`src/include/psac_pkg.sv`:
```
// constants and types shared by the pump staging and auto-change controller
package psac_pkg;

   // ----------------------------------------------------------------
   // timing
   // ----------------------------------------------------------------
   localparam int CLK_PERIOD_NS  = 40;
   localparam int TENTH_SEC_NS   = 100_000_000;
   localparam int TICK_CYCLES    = TENTH_SEC_NS / CLK_PERIOD_NS;
   localparam int TENTHS_PER_MIN = 600;

   // ----------------------------------------------------------------
   // modes and sizes
   // ----------------------------------------------------------------
   localparam logic [2:0] APP_MODE_STAGING = 3'h3;
   localparam logic [2:0] MOTOR_MAX        = 3'h4;
   localparam logic [2:0] INDEX_FIRST      = 3'h1;

   typedef enum logic [1:0] {
      ROT_NONE = 2'b00,
      ROT_AUX  = 2'b01,
      ROT_MAIN = 2'b10
   } psac_rot_t;

   typedef enum logic [1:0] {
      ST_IDLE     = 2'b00,
      ST_REGULATE = 2'b01,
      ST_RAMP_DEC = 2'b10,
      ST_RAMP_ACC = 2'b11
   } psac_st_t;

   // ----------------------------------------------------------------
   // register byte offsets
   // ----------------------------------------------------------------
   localparam logic [7:0] OFS_CTRL       = 8'h00;
   localparam logic [7:0] OFS_STAT       = 8'h04;
   localparam logic [7:0] OFS_START_DLY  = 8'h08;
   localparam logic [7:0] OFS_STOP_DLY   = 8'h0c;
   localparam logic [7:0] OFS_WINDOW     = 8'h10;
   localparam logic [7:0] OFS_ROT_INT    = 8'h14;
   localparam logic [7:0] OFS_ACC_TIME   = 8'h18;
   localparam logic [7:0] OFS_DEC_TIME   = 8'h1c;
   localparam logic [7:0] OFS_START_FREQ = 8'h20;
   localparam logic [7:0] OFS_STOP_FREQ  = 8'h30;

   // ----------------------------------------------------------------
   // field positions
   // ----------------------------------------------------------------
   localparam int CTRL_MODE_LSB  = 0;
   localparam int CTRL_ROT_LSB   = 4;
   localparam int CTRL_TOTAL_LSB = 8;
   localparam int CTRL_INDEX_LSB = 12;
   localparam int STAT_COUNT_LSB = 0;
   localparam int STAT_INDEX_LSB = 4;
   localparam int STAT_FLAG_BIT  = 8;
   localparam int STAT_RAMP_BIT  = 9;
   localparam int STAT_AUX_LSB   = 12;

   // ----------------------------------------------------------------
   // reset values
   // ----------------------------------------------------------------
   localparam logic [2:0]  RST_APP_MODE   = 3'h0;
   localparam logic [1:0]  RST_ROT_MODE   = 2'h0;
   localparam logic [2:0]  RST_TOTAL      = 3'h4;
   localparam logic [2:0]  RST_INDEX      = 3'h1;
   localparam logic [15:0] RST_START_FREQ = 16'h1387;
   localparam logic [15:0] RST_STOP_FREQ  = 16'h05dc;
   localparam logic [15:0] RST_DELAY      = 16'h0258;
   localparam logic [15:0] RST_WINDOW     = 16'h00c8;
   localparam logic [15:0] RST_ROT_INT    = 16'h10e0;
   localparam logic [15:0] RST_RAMP_TIME  = 16'h0014;

endpackage

```
`src/core/psac_core.sv`:
```
// pump staging controller with auto-change rotation and an Avalon-MM register slave
//
// Function
// staging runs only while application mode equals 3
// auxiliaries start in rotating order from the configured starting index
// auxiliaries stop in reverse start order, newest first
// running auxiliary count is readable and follows every start and stop
// next start needs main speed above that stage's start frequency
// start happens after start delay elapsed with conditions held throughout
// start also needs magnitude of PID error below the pressure window
// stop needs main speed below that stage's stop frequency
// stop happens after stop delay elapsed with conditions held throughout
// stop also needs PID error larger than the pressure window
// during a start or stop PID is suspended and a ramp drives main
// on start main ramps down to stage stop frequency over decel time
// on stop main ramps up to stage start frequency over accel time
// rotation mode 0 keeps the starting index, no rotation
// rotation mode 1 flags when run time exceeds auto-change minutes
// mode 1 advances starting index when main stops with flag set
// index advance wraps from the last motor back to motor one
// mode 2 flags when inverter-side motor run time exceeds interval
// mode 2 puts starting-index motor on inverter, others stage after it
// mode 2 stop with flag moves next motor onto inverter at restart
// auxiliaries driven on two relays, one multi-function output, expansion relay
// rotation clears the run-time counter and the rotation flag
// one transition at a time; delay timers restart after each one
`timescale 1ns/1ps
`default_nettype none

module psac_core
   import psac_pkg::*;
#(
   parameter int TICK_CYCLES_P = TICK_CYCLES
) (
   input  wire logic        REF_CLK,
   input  wire logic        RESETN,
   input  wire logic [7:0]  ADDRESS,
   input  wire logic        READ,
   input  wire logic        WRITE,
   input  wire logic [31:0] WRITEDATA,
   input  wire logic [3:0]  BYTEENABLE,
   output logic      [31:0] READDATA,
   output logic             WAITREQUEST,
   input  wire logic [15:0] MAIN_FREQ,
   input  wire logic [15:0] PID_ERR,
   input  wire logic        DRIVE_RUN,
   output logic      [3:0]  AUX_OUT,
   output logic      [3:0]  MAIN_SEL,
   output logic             PID_SUSPEND,
   output logic      [15:0] RAMP_TARGET,
   output logic      [15:0] RAMP_TIME,
   output logic             RAMP_ACCEL
);

   // ----------------------------------------------------------------
   // helpers
   // ----------------------------------------------------------------
   function automatic logic [15:0] psac_merge(input logic [15:0] old,
                                              input logic [31:0] wd,
                                              input logic [3:0]  be);
      logic [15:0] r;
      r = old;
      if (be[0]) r[7:0] = wd[7:0];
      if (be[1]) r[15:8] = wd[15:8];
      return r;
   endfunction

   // slot of the motor at position off of the order that begins at first
   function automatic logic [1:0] psac_slot(input logic [2:0] first,
                                            input logic [2:0] off,
                                            input logic [2:0] n);
      logic [3:0] v;
      v = {1'b0, first} - 4'h1 + {1'b0, off};
      for (int i = 0; i < 8; i++) begin
         if (n != 3'h0 && v >= {1'b0, n}) v = v - {1'b0, n};
      end
      return v[1:0];
   endfunction

   // ----------------------------------------------------------------
   // registers
   // ----------------------------------------------------------------
   logic [2:0]  app_mode;
   psac_rot_t   rotation_mode;
   logic [2:0]  aux_motor_total;
   logic [2:0]  starting_aux_index;
   logic [15:0] aux_start_delay;
   logic [15:0] aux_stop_delay;
   logic [15:0] pressure_diff_window;
   logic [15:0] rotation_interval;
   logic [15:0] acc_time;
   logic [15:0] dec_time;
   logic [15:0] start_freq [4];
   logic [15:0] stop_freq  [4];
   logic        wait_q;
   logic        wr_en;
   logic [31:0] next_readdata;
   psac_st_t    st;
   logic [2:0]  running_aux_count;
   logic [15:0] start_tmr;
   logic [15:0] stop_tmr;
   logic        rot_flag;
   logic [9:0]  tenths;
   logic [15:0] minutes;
   logic        run_q;

   // ----------------------------------------------------------------
   // derived terms
   // ----------------------------------------------------------------
   localparam int TW = $clog2(TICK_CYCLES_P + 1);
   localparam logic [TW-1:0] TICK_LAST = TW'(TICK_CYCLES_P - 1);
   logic [TW-1:0] pre;
   logic          tick;
   logic        active;
   logic        mode_main;
   logic [2:0]  n_mot;
   logic [2:0]  first;
   logic [2:0]  max_aux;
   logic [2:0]  base_off;
   logic [15:0] err_mag;
   logic [1:0]  stage;
   logic [1:0]  top;
   logic        start_cond;
   logic        stop_cond;
   logic        rot_event;
   logic [2:0]  next_index;

   assign active    = (app_mode == APP_MODE_STAGING) && DRIVE_RUN;
   assign mode_main = (rotation_mode == ROT_MAIN);
   assign n_mot     = (aux_motor_total > MOTOR_MAX) ? MOTOR_MAX : aux_motor_total;
   assign first     = (starting_aux_index == 3'h0 || starting_aux_index > n_mot) ?
                      INDEX_FIRST : starting_aux_index;
   // in mode 2 the first motor of the order sits on the inverter
   assign base_off  = mode_main ? 3'h1 : 3'h0;
   assign max_aux   = (mode_main && n_mot != 3'h0) ? n_mot - 3'h1 : n_mot;
   assign err_mag   = PID_ERR[15] ? 16'(-PID_ERR) : PID_ERR;
   assign stage     = running_aux_count[1:0];
   assign top       = 2'(running_aux_count - 3'h1);

   assign start_cond = (st == ST_REGULATE) && (running_aux_count < max_aux)
                       && (MAIN_FREQ > start_freq[stage])
                       && (err_mag < pressure_diff_window);
   assign stop_cond  = (st == ST_REGULATE) && (running_aux_count != 3'h0)
                       && (MAIN_FREQ < stop_freq[top])
                       && (err_mag > pressure_diff_window);

   assign rot_event  = run_q && !DRIVE_RUN && rot_flag && (app_mode == APP_MODE_STAGING)
                       && (rotation_mode == ROT_AUX || mode_main);   // see R16
   assign next_index = (first >= n_mot) ? INDEX_FIRST : first + 3'h1;

   // ----------------------------------------------------------------
   // bus slave: one wait cycle on every access
   // ----------------------------------------------------------------
   assign wr_en = WRITE && !wait_q;

   always_ff @(posedge REF_CLK or negedge RESETN) begin
      if (!RESETN) begin
         wait_q <= 1'b1;
      end else if (!wait_q) begin
         wait_q <= 1'b1;
      end else if (READ || WRITE) begin
         wait_q <= 1'b0;
      end
   end

   always_comb begin
      next_readdata = 32'h0;
      case (ADDRESS)
         OFS_CTRL: begin
            next_readdata[CTRL_MODE_LSB +: 3]  = app_mode;
            next_readdata[CTRL_ROT_LSB +: 2]   = rotation_mode;
            next_readdata[CTRL_TOTAL_LSB +: 3] = aux_motor_total;
            next_readdata[CTRL_INDEX_LSB +: 3] = starting_aux_index;
         end
         OFS_STAT: begin
            next_readdata[STAT_COUNT_LSB +: 3] = running_aux_count;
            next_readdata[STAT_INDEX_LSB +: 3] = first;
            next_readdata[STAT_FLAG_BIT]       = rot_flag;
            next_readdata[STAT_RAMP_BIT]       = PID_SUSPEND;
            next_readdata[STAT_AUX_LSB +: 4]   = AUX_OUT;
         end
         OFS_START_DLY: next_readdata[15:0] = aux_start_delay;
         OFS_STOP_DLY:  next_readdata[15:0] = aux_stop_delay;
         OFS_WINDOW:    next_readdata[15:0] = pressure_diff_window;
         OFS_ROT_INT:   next_readdata[15:0] = rotation_interval;
         OFS_ACC_TIME:  next_readdata[15:0] = acc_time;
         OFS_DEC_TIME:  next_readdata[15:0] = dec_time;
         default: begin
            if (ADDRESS[7:4] == OFS_START_FREQ[7:4] && ADDRESS[1:0] == 2'h0) begin
               next_readdata[15:0] = start_freq[ADDRESS[3:2]];
            end else if (ADDRESS[7:4] == OFS_STOP_FREQ[7:4] && ADDRESS[1:0] == 2'h0) begin
               next_readdata[15:0] = stop_freq[ADDRESS[3:2]];
            end
         end
      endcase
   end

   always_ff @(posedge REF_CLK or negedge RESETN) begin
      if (!RESETN) begin
         READDATA <= 32'h0;
      end else if (READ && wait_q) begin
         READDATA <= next_readdata;
      end
   end

   assign WAITREQUEST = wait_q;

   // ----------------------------------------------------------------
   // configuration registers
   // ----------------------------------------------------------------
   always_ff @(posedge REF_CLK or negedge RESETN) begin
      if (!RESETN) begin
         app_mode             <= RST_APP_MODE;
         rotation_mode        <= psac_rot_t'(RST_ROT_MODE);
         aux_motor_total      <= RST_TOTAL;
         starting_aux_index   <= RST_INDEX;
         aux_start_delay      <= RST_DELAY;
         aux_stop_delay       <= RST_DELAY;
         pressure_diff_window <= RST_WINDOW;
         rotation_interval    <= RST_ROT_INT;
         acc_time             <= RST_RAMP_TIME;
         dec_time             <= RST_RAMP_TIME;
         for (int i = 0; i < 4; i++) begin
            start_freq[i] <= RST_START_FREQ;
            stop_freq[i]  <= RST_STOP_FREQ;
         end
      end else if (wr_en && ADDRESS == OFS_CTRL) begin
         if (BYTEENABLE[0]) begin
            app_mode      <= WRITEDATA[CTRL_MODE_LSB +: 3];
            rotation_mode <= psac_rot_t'(WRITEDATA[CTRL_ROT_LSB +: 2]);
         end
         if (BYTEENABLE[1]) begin
            aux_motor_total    <= WRITEDATA[CTRL_TOTAL_LSB +: 3];
            starting_aux_index <= WRITEDATA[CTRL_INDEX_LSB +: 3];
         end
      end else if (rot_event) begin
         starting_aux_index <= next_index;  // see R16
      end else if (wr_en) begin
         case (ADDRESS)
            OFS_START_DLY: aux_start_delay      <= psac_merge(aux_start_delay, WRITEDATA, BYTEENABLE);
            OFS_STOP_DLY:  aux_stop_delay       <= psac_merge(aux_stop_delay, WRITEDATA, BYTEENABLE);
            OFS_WINDOW:    pressure_diff_window <= psac_merge(pressure_diff_window, WRITEDATA, BYTEENABLE);
            OFS_ROT_INT:   rotation_interval    <= psac_merge(rotation_interval, WRITEDATA, BYTEENABLE);
            OFS_ACC_TIME:  acc_time             <= psac_merge(acc_time, WRITEDATA, BYTEENABLE);
            OFS_DEC_TIME:  dec_time             <= psac_merge(dec_time, WRITEDATA, BYTEENABLE);
            default: begin
               if (ADDRESS[7:4] == OFS_START_FREQ[7:4] && ADDRESS[1:0] == 2'h0) begin
                  start_freq[ADDRESS[3:2]] <= psac_merge(start_freq[ADDRESS[3:2]], WRITEDATA, BYTEENABLE);
               end else if (ADDRESS[7:4] == OFS_STOP_FREQ[7:4] && ADDRESS[1:0] == 2'h0) begin
                  stop_freq[ADDRESS[3:2]] <= psac_merge(stop_freq[ADDRESS[3:2]], WRITEDATA, BYTEENABLE);
               end
            end
         endcase
      end
   end

   // ----------------------------------------------------------------
   // tenth-of-a-second tick
   // ----------------------------------------------------------------
   always_ff @(posedge REF_CLK or negedge RESETN) begin
      if (!RESETN) begin
         pre  <= '0;
         tick <= 1'b0;
      end else if (pre == TICK_LAST) begin
         pre  <= '0;
         tick <= 1'b1;
      end else begin
         pre  <= pre + 1'b1;
         tick <= 1'b0;
      end
   end

   // ----------------------------------------------------------------
   // staging delay timers
   // ----------------------------------------------------------------
   always_ff @(posedge REF_CLK or negedge RESETN) begin
      if (!RESETN) begin
         start_tmr <= 16'h0;
         stop_tmr  <= 16'h0;
      end else begin
         // a lapse of the conditions or any ramp restarts the timer
         if (!start_cond) begin
            start_tmr <= 16'h0;  // see R6
         end else if (tick && start_tmr != 16'hffff) begin
            start_tmr <= start_tmr + 16'h1;
         end
         if (!stop_cond || start_cond) begin
            stop_tmr <= 16'h0;  // see R9
         end else if (tick && stop_tmr != 16'hffff) begin
            stop_tmr <= stop_tmr + 16'h1;
         end
      end
   end

   // ----------------------------------------------------------------
   // staging state machine and outputs
   // ----------------------------------------------------------------
   always_ff @(posedge REF_CLK or negedge RESETN) begin
      if (!RESETN) begin
         st                <= ST_IDLE;
         running_aux_count <= 3'h0;
         AUX_OUT           <= 4'h0;
         PID_SUSPEND       <= 1'b0;
         RAMP_TARGET       <= 16'h0;
         RAMP_TIME         <= 16'h0;
         RAMP_ACCEL        <= 1'b0;
      end else if (!active) begin
         st                <= ST_IDLE;
         running_aux_count <= 3'h0;
         AUX_OUT           <= 4'h0;
         PID_SUSPEND       <= 1'b0;
      end else begin
         case (st)
            ST_IDLE: begin
               st <= ST_REGULATE;
            end
            ST_REGULATE: begin
               if (start_cond && start_tmr >= aux_start_delay) begin
                  // see R2
                  AUX_OUT[psac_slot(first, running_aux_count + base_off, n_mot)] <= 1'b1;
                  running_aux_count <= running_aux_count + 3'h1;
                  PID_SUSPEND       <= 1'b1;
                  RAMP_TARGET       <= stop_freq[stage];
                  RAMP_TIME         <= dec_time;
                  RAMP_ACCEL        <= 1'b0;
                  st                <= ST_RAMP_DEC;
               end else if (stop_cond && stop_tmr >= aux_stop_delay) begin

                  AUX_OUT[psac_slot(first, 3'(running_aux_count - 3'h1 + base_off), n_mot)] <= 1'b0;
                  running_aux_count <= running_aux_count - 3'h1;
                  PID_SUSPEND       <= 1'b1;
                  RAMP_TARGET       <= start_freq[top];
                  RAMP_TIME         <= acc_time;
                  RAMP_ACCEL        <= 1'b1;
                  st                <= ST_RAMP_ACC;
               end
            end
            ST_RAMP_DEC, ST_RAMP_ACC: begin
               if (RAMP_ACCEL ? (MAIN_FREQ >= RAMP_TARGET) : (MAIN_FREQ <= RAMP_TARGET)) begin
                  PID_SUSPEND <= 1'b0;
                  st          <= ST_REGULATE;
               end
            end
            default: begin
               st <= ST_IDLE;
            end
         endcase
      end
   end

   // ----------------------------------------------------------------
   // inverter-side motor selection
   // ----------------------------------------------------------------
   always_ff @(posedge REF_CLK or negedge RESETN) begin
      if (!RESETN) begin
         MAIN_SEL <= 4'h0;
      end else if (mode_main && app_mode == APP_MODE_STAGING && n_mot != 3'h0) begin
         MAIN_SEL <= 4'h1 << psac_slot(first, 3'h0, n_mot);
      end else begin
         MAIN_SEL <= 4'h0;
      end
   end

   // ----------------------------------------------------------------
   // run time and rotation flag
   // ----------------------------------------------------------------
   always_ff @(posedge REF_CLK or negedge RESETN) begin
      if (!RESETN) begin
         run_q    <= 1'b0;
         tenths   <= 10'h0;
         minutes  <= 16'h0;
         rot_flag <= 1'b0;
      end else begin
         run_q <= DRIVE_RUN;
         if (rot_event) begin
            tenths  <= 10'h0;
            minutes <= 16'h0;
         end else if (tick && active) begin
            if (tenths == 10'(TENTHS_PER_MIN - 1)) begin
               tenths <= 10'h0;
               if (minutes != 16'hffff) minutes <= minutes + 16'h1;
            end else begin
               tenths <= tenths + 10'h1;
            end
         end
         // a rotation restarts the count, so the old count sets nothing then
         if ((rotation_mode == ROT_AUX || mode_main) && !rot_event
             && minutes > rotation_interval) begin
            rot_flag <= 1'b1;  // see R15
         end else if (rot_event || rotation_mode == ROT_NONE) begin
            rot_flag <= 1'b0;  // see R14
         end
      end
   end

endmodule // psac_core

`default_nettype wire

```
`config.mk`:
```
export PLATFORM = sky130hd
export DESIGN_NAME = psac_core
export DESIGN_NICKNAME = d
export VERILOG_FILES = /design/src/include/psac_pkg.sv /design/src/core/psac_core.sv
export SDC_FILE = /design/constraint.sdc
export NUM_CORES = 1
export LEC_CHECK = 0
export BUFFER_PORTS_ARGS = -buffer_cell sky130_fd_sc_hd__buf_2
export CELL_PAD_IN_SITES_DETAIL_PLACEMENT = 1
export CELL_PAD_IN_SITES_GLOBAL_PLACEMENT = 1
export CORE_AREA = 2 2 237 239
export DETAILED_ROUTE_END_ITERATION = 7
export DIE_AREA = 0 0 239 241
export GPL_TIMING_DRIVEN = 0
export PLACE_DENSITY_LB_ADDON = 0.2
export SETUP_SLACK_MARGIN = 0.1
export SYNTH_ARGS = -nofsm -noshare
export SYNTH_HDL_FRONTEND = slang
export SYNTH_SLANG_ARGS = --single-unit
```
`constraint.sdc`:
```
create_clock -name REF_CLK -period 21 [get_ports REF_CLK]
set_input_delay 2.1 -clock REF_CLK [delete_from_list [all_inputs] [get_ports REF_CLK]]
set_output_delay 2.1 -clock REF_CLK [all_outputs]
set_load 0.01 [all_outputs]
```
## Yosys cells after proc, flatten, opt, wreduce, memory -nomap -nowiden

Cells that the tools add are included.

- Latch bits: 0
- Word-level logic and storage cells: 468
- Memory bits (read-only): 0
- Flip-flop bits (word level): 382
- Bits of input ports: 81
- RAM bits: 0
- Memories kept: 0

- Eq/ne operators: 27
- Add/sub/neg operators: 39
- Multiply operators: 0
- Bitwise gates (word level): 10
- $lt $le $gt $ge: 45
- Reductions and logical operators: 101
- Divide/modulo/power cells: 0
- Mux-type cells: 203
- Shift operators: 1

Operators with widths:

| operator | count |
|---|---|
| $mux W16 | 28 |
| $mux W4 | 82 |
| $mux W8 | 26 |
| $bmux W16 S2 | 6 |
| $bwmux W64 | 2 |
| $ge A4 B3 Y1 | 24 |
| $sub A4 B3 Y4 | 21 |
| $reduce_and A5 Y1 | 13 |
| $logic_and A1 B1 Y1 | 53 |
| $add A16 B1 Y16 const B | 3 |
| $ge A16 B16 Y1 | 3 |
| $gt A16 B16 Y1 | 3 |
| $ne A16 B16 Y1 const B | 3 |
| $pmux W3 S8 | 2 |
| $mux W3 | 11 |
| $demux W16 S2 | 1 |
| $eq A8 B5 Y1 const B | 4 |
| $lt A16 B16 Y1 | 2 |
| $pmux W2 S8 | 2 |
| $mux W10 | 3 |
| $mux W2 | 15 |
| $pmux W1 S8 | 3 |
| $add A22 B1 Y22 const B | 1 |
| $eq A22 B22 Y1 const B | 1 |
| other kinds (53) | 114 |

## Longest topological paths before layout

Gate-level depths: netlist of the first run.

- Depth in word-level cells: 73
- Gate-level depth with buffers: 73
- Depth with buffers taken out: 73

## Least setup slack after synthesis of the first run

No wires, ideal clock.

- Path type: register to register
- Start: reg aux_motor_total[2]
- End: reg AUX_OUT[3]
- Data required time: 20.889 ns
- Cell stages (with the launch flop): 65
- Data arrival time: 14.927 ns
- Path buffers: 0
- Path slack: 5.962 ns
- Path through: dfstp_2 inv_2 nand2_1 ha_1 a31oi_1 or3_1 inv_1 ha_1 inv_1 fa_1 inv_1 fa_1 a21boi_1 nor2b_1 o31a_1 mux2_2 ha_1 fa_1 [29 not listed] o2111ai_1 or2_2 nand2_1 ha_1 fa_1 nand2_1 a21oi_1 a21oi_1 mux2_2 ha_1 nand2_1 nand2_1 a21oi_1 a21boi_0 and2_1 o211ai_1 nand3b_1 a2111oi_2

- Longest elaborated chain between the ends: 73
- Elaborated cells between the ends (all ways): 156

RTL lines:

| what | line | RTL |
|---|---|---|
| start, declared | psac_core.sv:85 | `logic [2:0] aux_motor_total;` |
| start signal, assigned | psac_core.sv:233 | `aux_motor_total <= WRITEDATA[CTRL_TOTAL_LSB +: 3];` |
| $gt A3 B3 Y1 | psac_core.sv:130 | `assign n_mot = (aux_motor_total > MOTOR_MAX) ? MOTOR_MAX : aux_motor_total;` |
| $mux W3 (*) | psac_core.sv:130 |  |
| $gt A3 B3 Y1 | psac_core.sv:131 | `assign first = (starting_aux_index == 3'h0 \|\| starting_aux_index > n_mot) ?` |
| $logic_or A1 B1 Y1 | psac_core.sv:131 |  |
| $mux W3 | psac_core.sv:131 |  |
| $sub A3 B1 Y4 | psac_core.sv:73 | `v = {1'b0, first} - 4'h1 + {1'b0, off};` |
| $add A4 B3 Y4 | psac_core.sv:73 |  |
| $ge A4 B3 Y1 | psac_core.sv:75 | `if (n != 3'h0 && v >= {1'b0, n}) v = v - {1'b0, n};` |
| [57 not listed] | - |  |
| $mux W1 (not written as such) | psac_core.sv:329 | `AUX_OUT[psac_slot(first, 3'(running_aux_count - 3'h1 + base_off), n_mot)] <= 1'b0;` |
| $demux W1 S2 | psac_core.sv:329 |  |
| $not A4 Y4 (no line) | - |  |
| $and A4 B4 Y4 (no line) | - |  |
| $mux W4 | psac_core.sv:327 | `end else if (stop_cond && stop_tmr >= aux_stop_delay) begin` |
| $mux W4 | psac_core.sv:318 | `if (start_cond && start_tmr >= aux_start_delay) begin` |
| $mux W4 | psac_core.sv:313 | `case (st)` |
| $mux W4 | psac_core.sv:307 | `end else if (!active) begin` |
| end signal, assigned | psac_core.sv:310 | `AUX_OUT <= 4'h0;` |
| end signal, assigned by index | psac_core.sv:320 | `AUX_OUT[psac_slot(first, running_aux_count + base_off, n_mot)] <= 1'b1;` |
| end signal, assigned by index | psac_core.sv:329 |  |
| end, declared | psac_core.sv:47 | `output logic [3:0] AUX_OUT,` |

Every way passes the cells marked *; elsewhere a longest branch is shown, timed or not. The select of a mux whose other input is x is not followed.
A chain may end at the register's enable or synchronous reset.

## Worst setup path in the final report of the first run

- Start: reg running_aux_count[1]
- End: reg AUX_OUT[1]

- Longest elaborated chain between the ends: 69
- Elaborated cells between the ends (all ways): 164

RTL lines:

| what | line | RTL |
|---|---|---|
| start, declared | psac_core.sv:99 | `logic [2:0] running_aux_count;` |
| start signal, assigned | psac_core.sv:321 | `running_aux_count <= running_aux_count + 3'h1;` |
| start signal, assigned | psac_core.sv:330 | `running_aux_count <= running_aux_count - 3'h1;` |
| $sub A3 B1 Y3 | psac_core.sv:329 |  |
| $add A3 B1 Y3 | psac_core.sv:329 |  |
| $add A4 B3 Y4 | psac_core.sv:73 |  |
| $ge A4 B3 Y1 | psac_core.sv:75 |  |
| $logic_and A1 B1 Y1 | psac_core.sv:75 |  |
| $mux W4 | psac_core.sv:75 |  |
| $mux W4 | psac_core.sv:327 |  |
| $mux W4 | psac_core.sv:318 |  |
| [53 not listed] | - |  |
| $mux W1 (not written as such) | psac_core.sv:329 |  |
| $demux W1 S2 | psac_core.sv:329 |  |
| $not A4 Y4 (no line) | - |  |
| $and A4 B4 Y4 (no line) | - |  |
| $mux W4 | psac_core.sv:327 |  |
| $mux W4 | psac_core.sv:318 |  |
| $mux W4 | psac_core.sv:313 |  |
| $mux W4 | psac_core.sv:307 |  |

Several ways; a longest one is shown, not always the timed one. The select of a mux whose other input is x is not followed.

==> impl_metrics.ini, run 1 <==
[run]
drv_cap = 0

[detailed_routing]
detailroute.wirelength.met2_um = 46300
drt-met1-wl_um = 40700
vias = 24000
top_layer = met5
drtIter0Drc = 2140
viasPerCell = 6.57
wl_met3_um = 7610
remaining_drc_errors = 0
drt-total-wl_um = 100000
dr.pass1.iters = 6
post_drt_wl_per_cell_um = 27.5
ant_nets = 0

[sta]
final-max-slew-violation-count = 0
period_share = 0.887
rsz0062_at_grt = false
setup_viol = 0
setup_tns_ns = 0
worstMarginPinSlew_ns = 1.42
slew_headroom = 0.0494
period_minus_slack_ns = 18.62
hold_viol_final = 0
finalClockSkew_ns = 0.0349
clock.fmax_mhz = 53.7

[synthesis]
synthMostInstantiatedCell = dfrtp_1
netlist_instances = 2731
synth_seq_cells = 382
synth_top_cells_by_area = dfrtp_1, ha_1, mux4_2, dfstp_2, mux2_2
synth_mux_area_frac = 0.185
yosysWarnings = 0
synth_async_sr_flop_share = 1.00
synth_fa_ha_area_frac = 0.117
synth_largest_area_cell = dfrtp_1
ys_types = 90
synthFlopType = dfrtp_1
synth_commonest_cells = dfrtp_1, nand2_1, ha_1
synthSimpleGateAreaFrac = 0.130
synth_xor_area_frac = 0.0336
synth_top_area_share = 0.278
synth.avg_cell_area_um2 = 10.0
synth_top_family_by_area = multiplexers
synth_area_um2 = 27300
synth_enable_flop_cells = 0
ys_seq_area_frac = 0.353
synth_compound_gate_area_share = 0.135

[critical_path]
endpoint_kind = flop
crit_top_cell = ha_1
cp-startpoint = running_aux_count[1]
crit_slowest_cell = clkbuf_1
critPathMaxStageDelay_ns = 0.89
worst-path-max-fanout = 10
start_kind = flop
worst-setup-path-type = reg2reg
worstPathArrival_ns = 19.07
rr_worst_depth = 71
reg2reg_from = running_aux_count[1]
r2r_end = AUX_OUT[1]
required_ns = 21.44
reg2reg_slack_ns = 2.38

[floorplan]
die_w_um = 239
placementRows = 86
core-area_um2 = 54900
die_area_um2 = 57600
io_pins = 156
die_h_um = 241
initial_utilization = 0.498

[place]
gp_congestion = 0.959
place.port_buffers = 108
place_area_um2 = 29000
dp_hpwl_um = 74900

[worst_hold_path]
min_to = WAITREQUEST
hold_start = WAITREQUEST
holdPathStages = 1
hp-class = reg2reg

[clock_tree]
cts_root_buf = clkbuf_16
ctsResizeCount = 0
cts_tree = done
path_clk_slew_ns = 0.05
postCtsHoldBufs = 0
numCtsBuffers = 45
cts_setup_buffers = 0
h-tree-depth = 2
clk_path_buf_depth = 3
clock-sinks = 382
worst_skew_pair.late_latency_ns = 0.61

[grt]
grt_pass1_wl_um = 154000
antenna_found_initial = 3
grt_start_max_net_pins = 116
overflow = 0
grt_pass1_vias = 25400
grt_usage = 0.352

[power]
p_leak_nw = 13.6
finalPower_mw = 3.35
ir_drop_v = 0.000177
powerDensity_nw_per_um2 = 110

[layout]
final_util = 0.556
area_delta_synth_final_pct = 11.6
stdcell_area_um2 = 30500
nets = 3228
final_layout_size_suffix_gt1_frac = 0.200

[status]
status = complete, no violations
-- where the power goes --
group	total [mW]	switching (mW)	internal, mW	leakage (nW)
Combinational	1.75	1.06	0.693	7.93
Clock	0.832	0.340	0.491	0.761
Sequential	0.767	0.0145	0.752	4.95
-- logic make-up after synthesis --
group	Yosys count
xor gates and xnor gates	105
muxes	364
AOI/OAI and AO/OA	572
adders and majority gates	241
other	1
buffers and inverters	312
and+or+nand+nor	754
DFF	382
-- placed cells by master, fill, tap and decap left out, drive strengths merged, types with 62 or more instances in the layout --
master  Yosys  routed
nor2      205     205
nand2     250     250
clkbuf     84     154
mux4       96      96
nand3      63      63
inv       183     186
buf        45     158
mux2i      96      96
dfstp      78      78
a21oi     164     164
o21ai     155     155
mux2      172     172
ha        215     215
xnor2      62      62
dfrtp     304     304
-- per-layer routing --
layer	vias up	track usage
li1	10300	-
met1	12300	0.455
met2	1110	0.566
met3	305	0.0613
met4	6	0.188
met5	-	0
-- sequential cells by signal, summed over array words and instances (netlist names), 3 cells and up --
register and flops:
acc_time 16, aux_motor_total 3, rotation_interval 16, aux_stop_delay 16, minutes 16, running_aux_count 3
RAMP_TIME 16, start_freq 64, AUX_OUT 4, RAMP_TARGET 16, aux_start_delay 16, app_mode 3
stop_tmr 16, pre 22, dec_time 16, tenths 10, MAIN_SEL 4, READDATA 16
pressure_diff_window 16, start_tmr 16, starting_aux_index 3, stop_freq 64
-- critical path, delay by kind of cell (launching register included) --
kind,cells,cell delay (ns)
AO/OA/AOI/OAI,27,5.92
adder cells (fa/ha/maj),15,5.11
buffers and inverters,10,3.38
AND/OR/NAND/NOR,16,2.44
multiplexers,3,1.23
flip-flops,1,0.41
-- cell type report --
type / count / area, µm²
clock inverters: 14 / 210
diodes: 1 / 2.50
well taps: 704 / 881
clock buffers: 70 / 1340
fillers: 6107 / 24400
repair buffers: 113 / 661
multi-input cells: 2052 / 16500
plain buffers: 129 / 549
flip-flops and latches: 382 / 9660
inverters: 183 / 687
-- how the worst max path moves through the flow --
stage | endpoint | slack, ns | cells past startpoint
detailed placement | AUX_OUT[3] | 2.83 | 64
global placement | AUX_OUT[3] | 2.87 | 64
CTS | AUX_OUT[3] | 2.75 | 64
global route | AUX_OUT[3] | 1.32 | 64
floorplan | AUX_OUT[3] | 5.96 | 64
finish | AUX_OUT[1] | 2.38 | 71
-- stage by stage --
stage / cells / hold WS, ns / setup WS [ns]
final: 3648 / 0.476 / 2.38
after global routing: 3647 / 0.498 / 1.32
after CTS: 3647 / 0.480 / 2.75
after detailed placement: 3563 / 0.466 / 2.83
after global placement: 3558 / 0.449 / 2.87
after floorplan: 2746 / 0.433 / 5.96
No activity file was read; power rests on OpenSTA's default activity.
==> run 2: changes to the inputs <==
ABC_AREA = 1   (was not set)
clock period = 23.2 ns   (was 21 ns; I/O delays follow)
==> run 2 against run 1 <==
Against the previous run: synthesized area decreased by 0.24%; die area is the same; final cell count increased by 25%; clock skew grew 0.0036 ns; critical path depth increased by 3; global-route usage grew 4.7 points; highest routed layer unchanged.
==> impl_metrics.ini, run 2 <==
[worst_hold_path]
holdPathStages = 1
hp-class = reg2reg
hold_start = tenths[9]
min_to = tenths[9]

[detailed_routing]
vias = 28500
remaining_drc_errors = 0
dr.pass1.iters = 8
viasPerCell = 6.26
drtIter0Drc = 2420
ant_nets = 0
drt-total-wl_um = 116000
post_drt_wl_per_cell_um = 25.4

[layout]
stdcell_area_um2 = 30500
reg_top3 = start_freq: 64 flops, stop_freq: 64 flops, pre: 22 flops
most-common-layout-cells = nand2_1, o21ai_0, inv_1
area_delta_synth_final_pct = 12.0
fillCellCount = 6942
register_area_um2 = 9660
layout_commonest_cell = nand2_1
final_layout_size_suffix_gt1_frac = 0.115
multi_input_area_um2 = 15300
nets = 4121

[synthesis]
ys_types = 68
synthMostInstantiatedCell = nand2_1
synth_async_sr_flop_share = 1.00
synth_largest_area_cell = dfrtp_1
synth_seq_cells = 382
netlist_instances = 3609
synth_area_um2 = 27300
synth_top_cells_by_area = dfrtp_1, nand2_1, ha_1, o21ai_0, dfstp_2
synth_commonest_cells = nand2_1, o21ai_0, inv_1
yosysWarnings = 0
synth_top_area_share = 0.279
synthFlopType = dfrtp_1
synth_enable_flop_cells = 0
ys_seq_area_frac = 0.354
synth.avg_cell_area_um2 = 7.56

[sta]
rsz0062_at_grt = false
hold_viol_final = 0
slew_headroom = 0.130
worstMarginPinSlew_ns = 1.30
setup_tns_ns = 0
period_share = 0.731
period_minus_slack_ns = 16.96
clock.fmax_mhz = 59.0
setup_viol = 0
final-max-slew-violation-count = 0
finalClockSkew_ns = 0.0385

[status]
status = complete, no violations

[clock_tree]
path_clk_slew_ns = 0.06
ctsResizeCount = 0
cts_root_buf = clkbuf_16
clk_path_buf_depth = 3
postCtsHoldBufs = 0
worst_skew_pair.late_latency_ns = 0.63
h-tree-depth = 2
cts_setup_buffers = 0
cts_tree = done
numCtsBuffers = 47
clock-sinks = 382

[critical_path]
worst-setup-path-type = reg2reg
crit_top_cell = nand2_1
reg2reg_slack_ns = 6.24
required_ns = 23.69
rr_worst_depth = 74
path_buf_inv = 11
r2r_end = AUX_OUT[0]
worstPathArrival_ns = 17.45
crit_slowest_cell = clkbuf_1
start_kind = flop
worst-path-max-fanout = 11
critPathMaxStageDelay_ns = 0.75
path_depth = 74
endpoint_kind = flop
reg2reg_from = running_aux_count[1]
critPathTopFamily = adder cells

[run]
drv_cap = 0

[grt]
grt_start_max_net_pins = 121
overflow = 0
antenna_found_initial = 10
grt_usage = 0.399
grt_pass1_vias = 29900
grt_pass1_wl_um = 175000

[place]
dp_hpwl_um = 87900
place_area_um2 = 28900
place.port_buffers = 120
gp_congestion = 1.00

[floorplan]
die_h_um = 241
die_area_um2 = 57600
die_w_um = 239
core-area_um2 = 54900
initial_utilization = 0.497
placementRows = 86
io_pins = 156
-- run 2: cell types whose count changed after synthesis, sizes merged, moves of 46 or more --
cell   change
a21oi     +46
inv      +275
mux2     -171
mux2i     -94
mux4      -96
nand2    +629
nand3     +58
o21ai    +319
xnor2     -54
-- run 2: final cells by class --
cell class              instances  area share
diodes                          5    0.000410
plain buffers                 146      0.0209
clock buffers                  67      0.0449
clock inverters                21     0.00602
inverters                     464      0.0571
multi-input cells            2632       0.501
flip-flops and latches        382       0.316
well taps                     704      0.0288
repair buffers                126      0.0244
-- run 2: logic make-up after synthesis --
group	after synthesis	share of synthesized area
multiplexers	3	0.00115
buffers and inverters	610	0.0873
AO/OA/AOI/OAI	968	0.208
other	1	0.000137
XOR/XNOR	60	0.0193
AND/OR/NAND/NOR	1344	0.213
adder cells (fa/ha/maj)	241	0.118
flip-flops	382	0.354
-- run 2: worst max path at each step --
stage | slack (ns) | start | endpoint
floorplan | 7.90 | aux_motor_total[2] | AUX_OUT[3]
global placement | 4.44 | aux_motor_total[2] | AUX_OUT[3]
detailed placement | 6.59 | running_aux_count[1] | AUX_OUT[0]
CTS | 6.57 | running_aux_count[1] | AUX_OUT[0]
global route | 5.25 | running_aux_count[1] | AUX_OUT[0]
finish | 6.24 | running_aux_count[1] | AUX_OUT[0]
-- run 2: stage by stage --
stage,util,std cells,hold WS [ns],setup WS (ns)
6_report,0.557,4547,0.476,6.24
3_5_place_dp,0.527,4452,0.468,6.59
4_1_cts,0.556,4540,0.481,6.57
3_3_place_gp,0.525,4448,0.448,4.44
2_1_floorplan,-,3624,0.433,7.90
5_1_grt,0.556,4542,0.503,5.25
-- run 2: layer usage --
layer | part of all wire | global-route usage
met5 | 0.00055 | 0
met4 | 0.069 | 0.246
met3 | 0.087 | 0.0854
met2 | 0.46 | 0.653
met1 | 0.39 | 0.483
Power of run 2 is not shown: default switching activity piles up to over one toggle a cycle in this logic, so the estimate is an artifact.
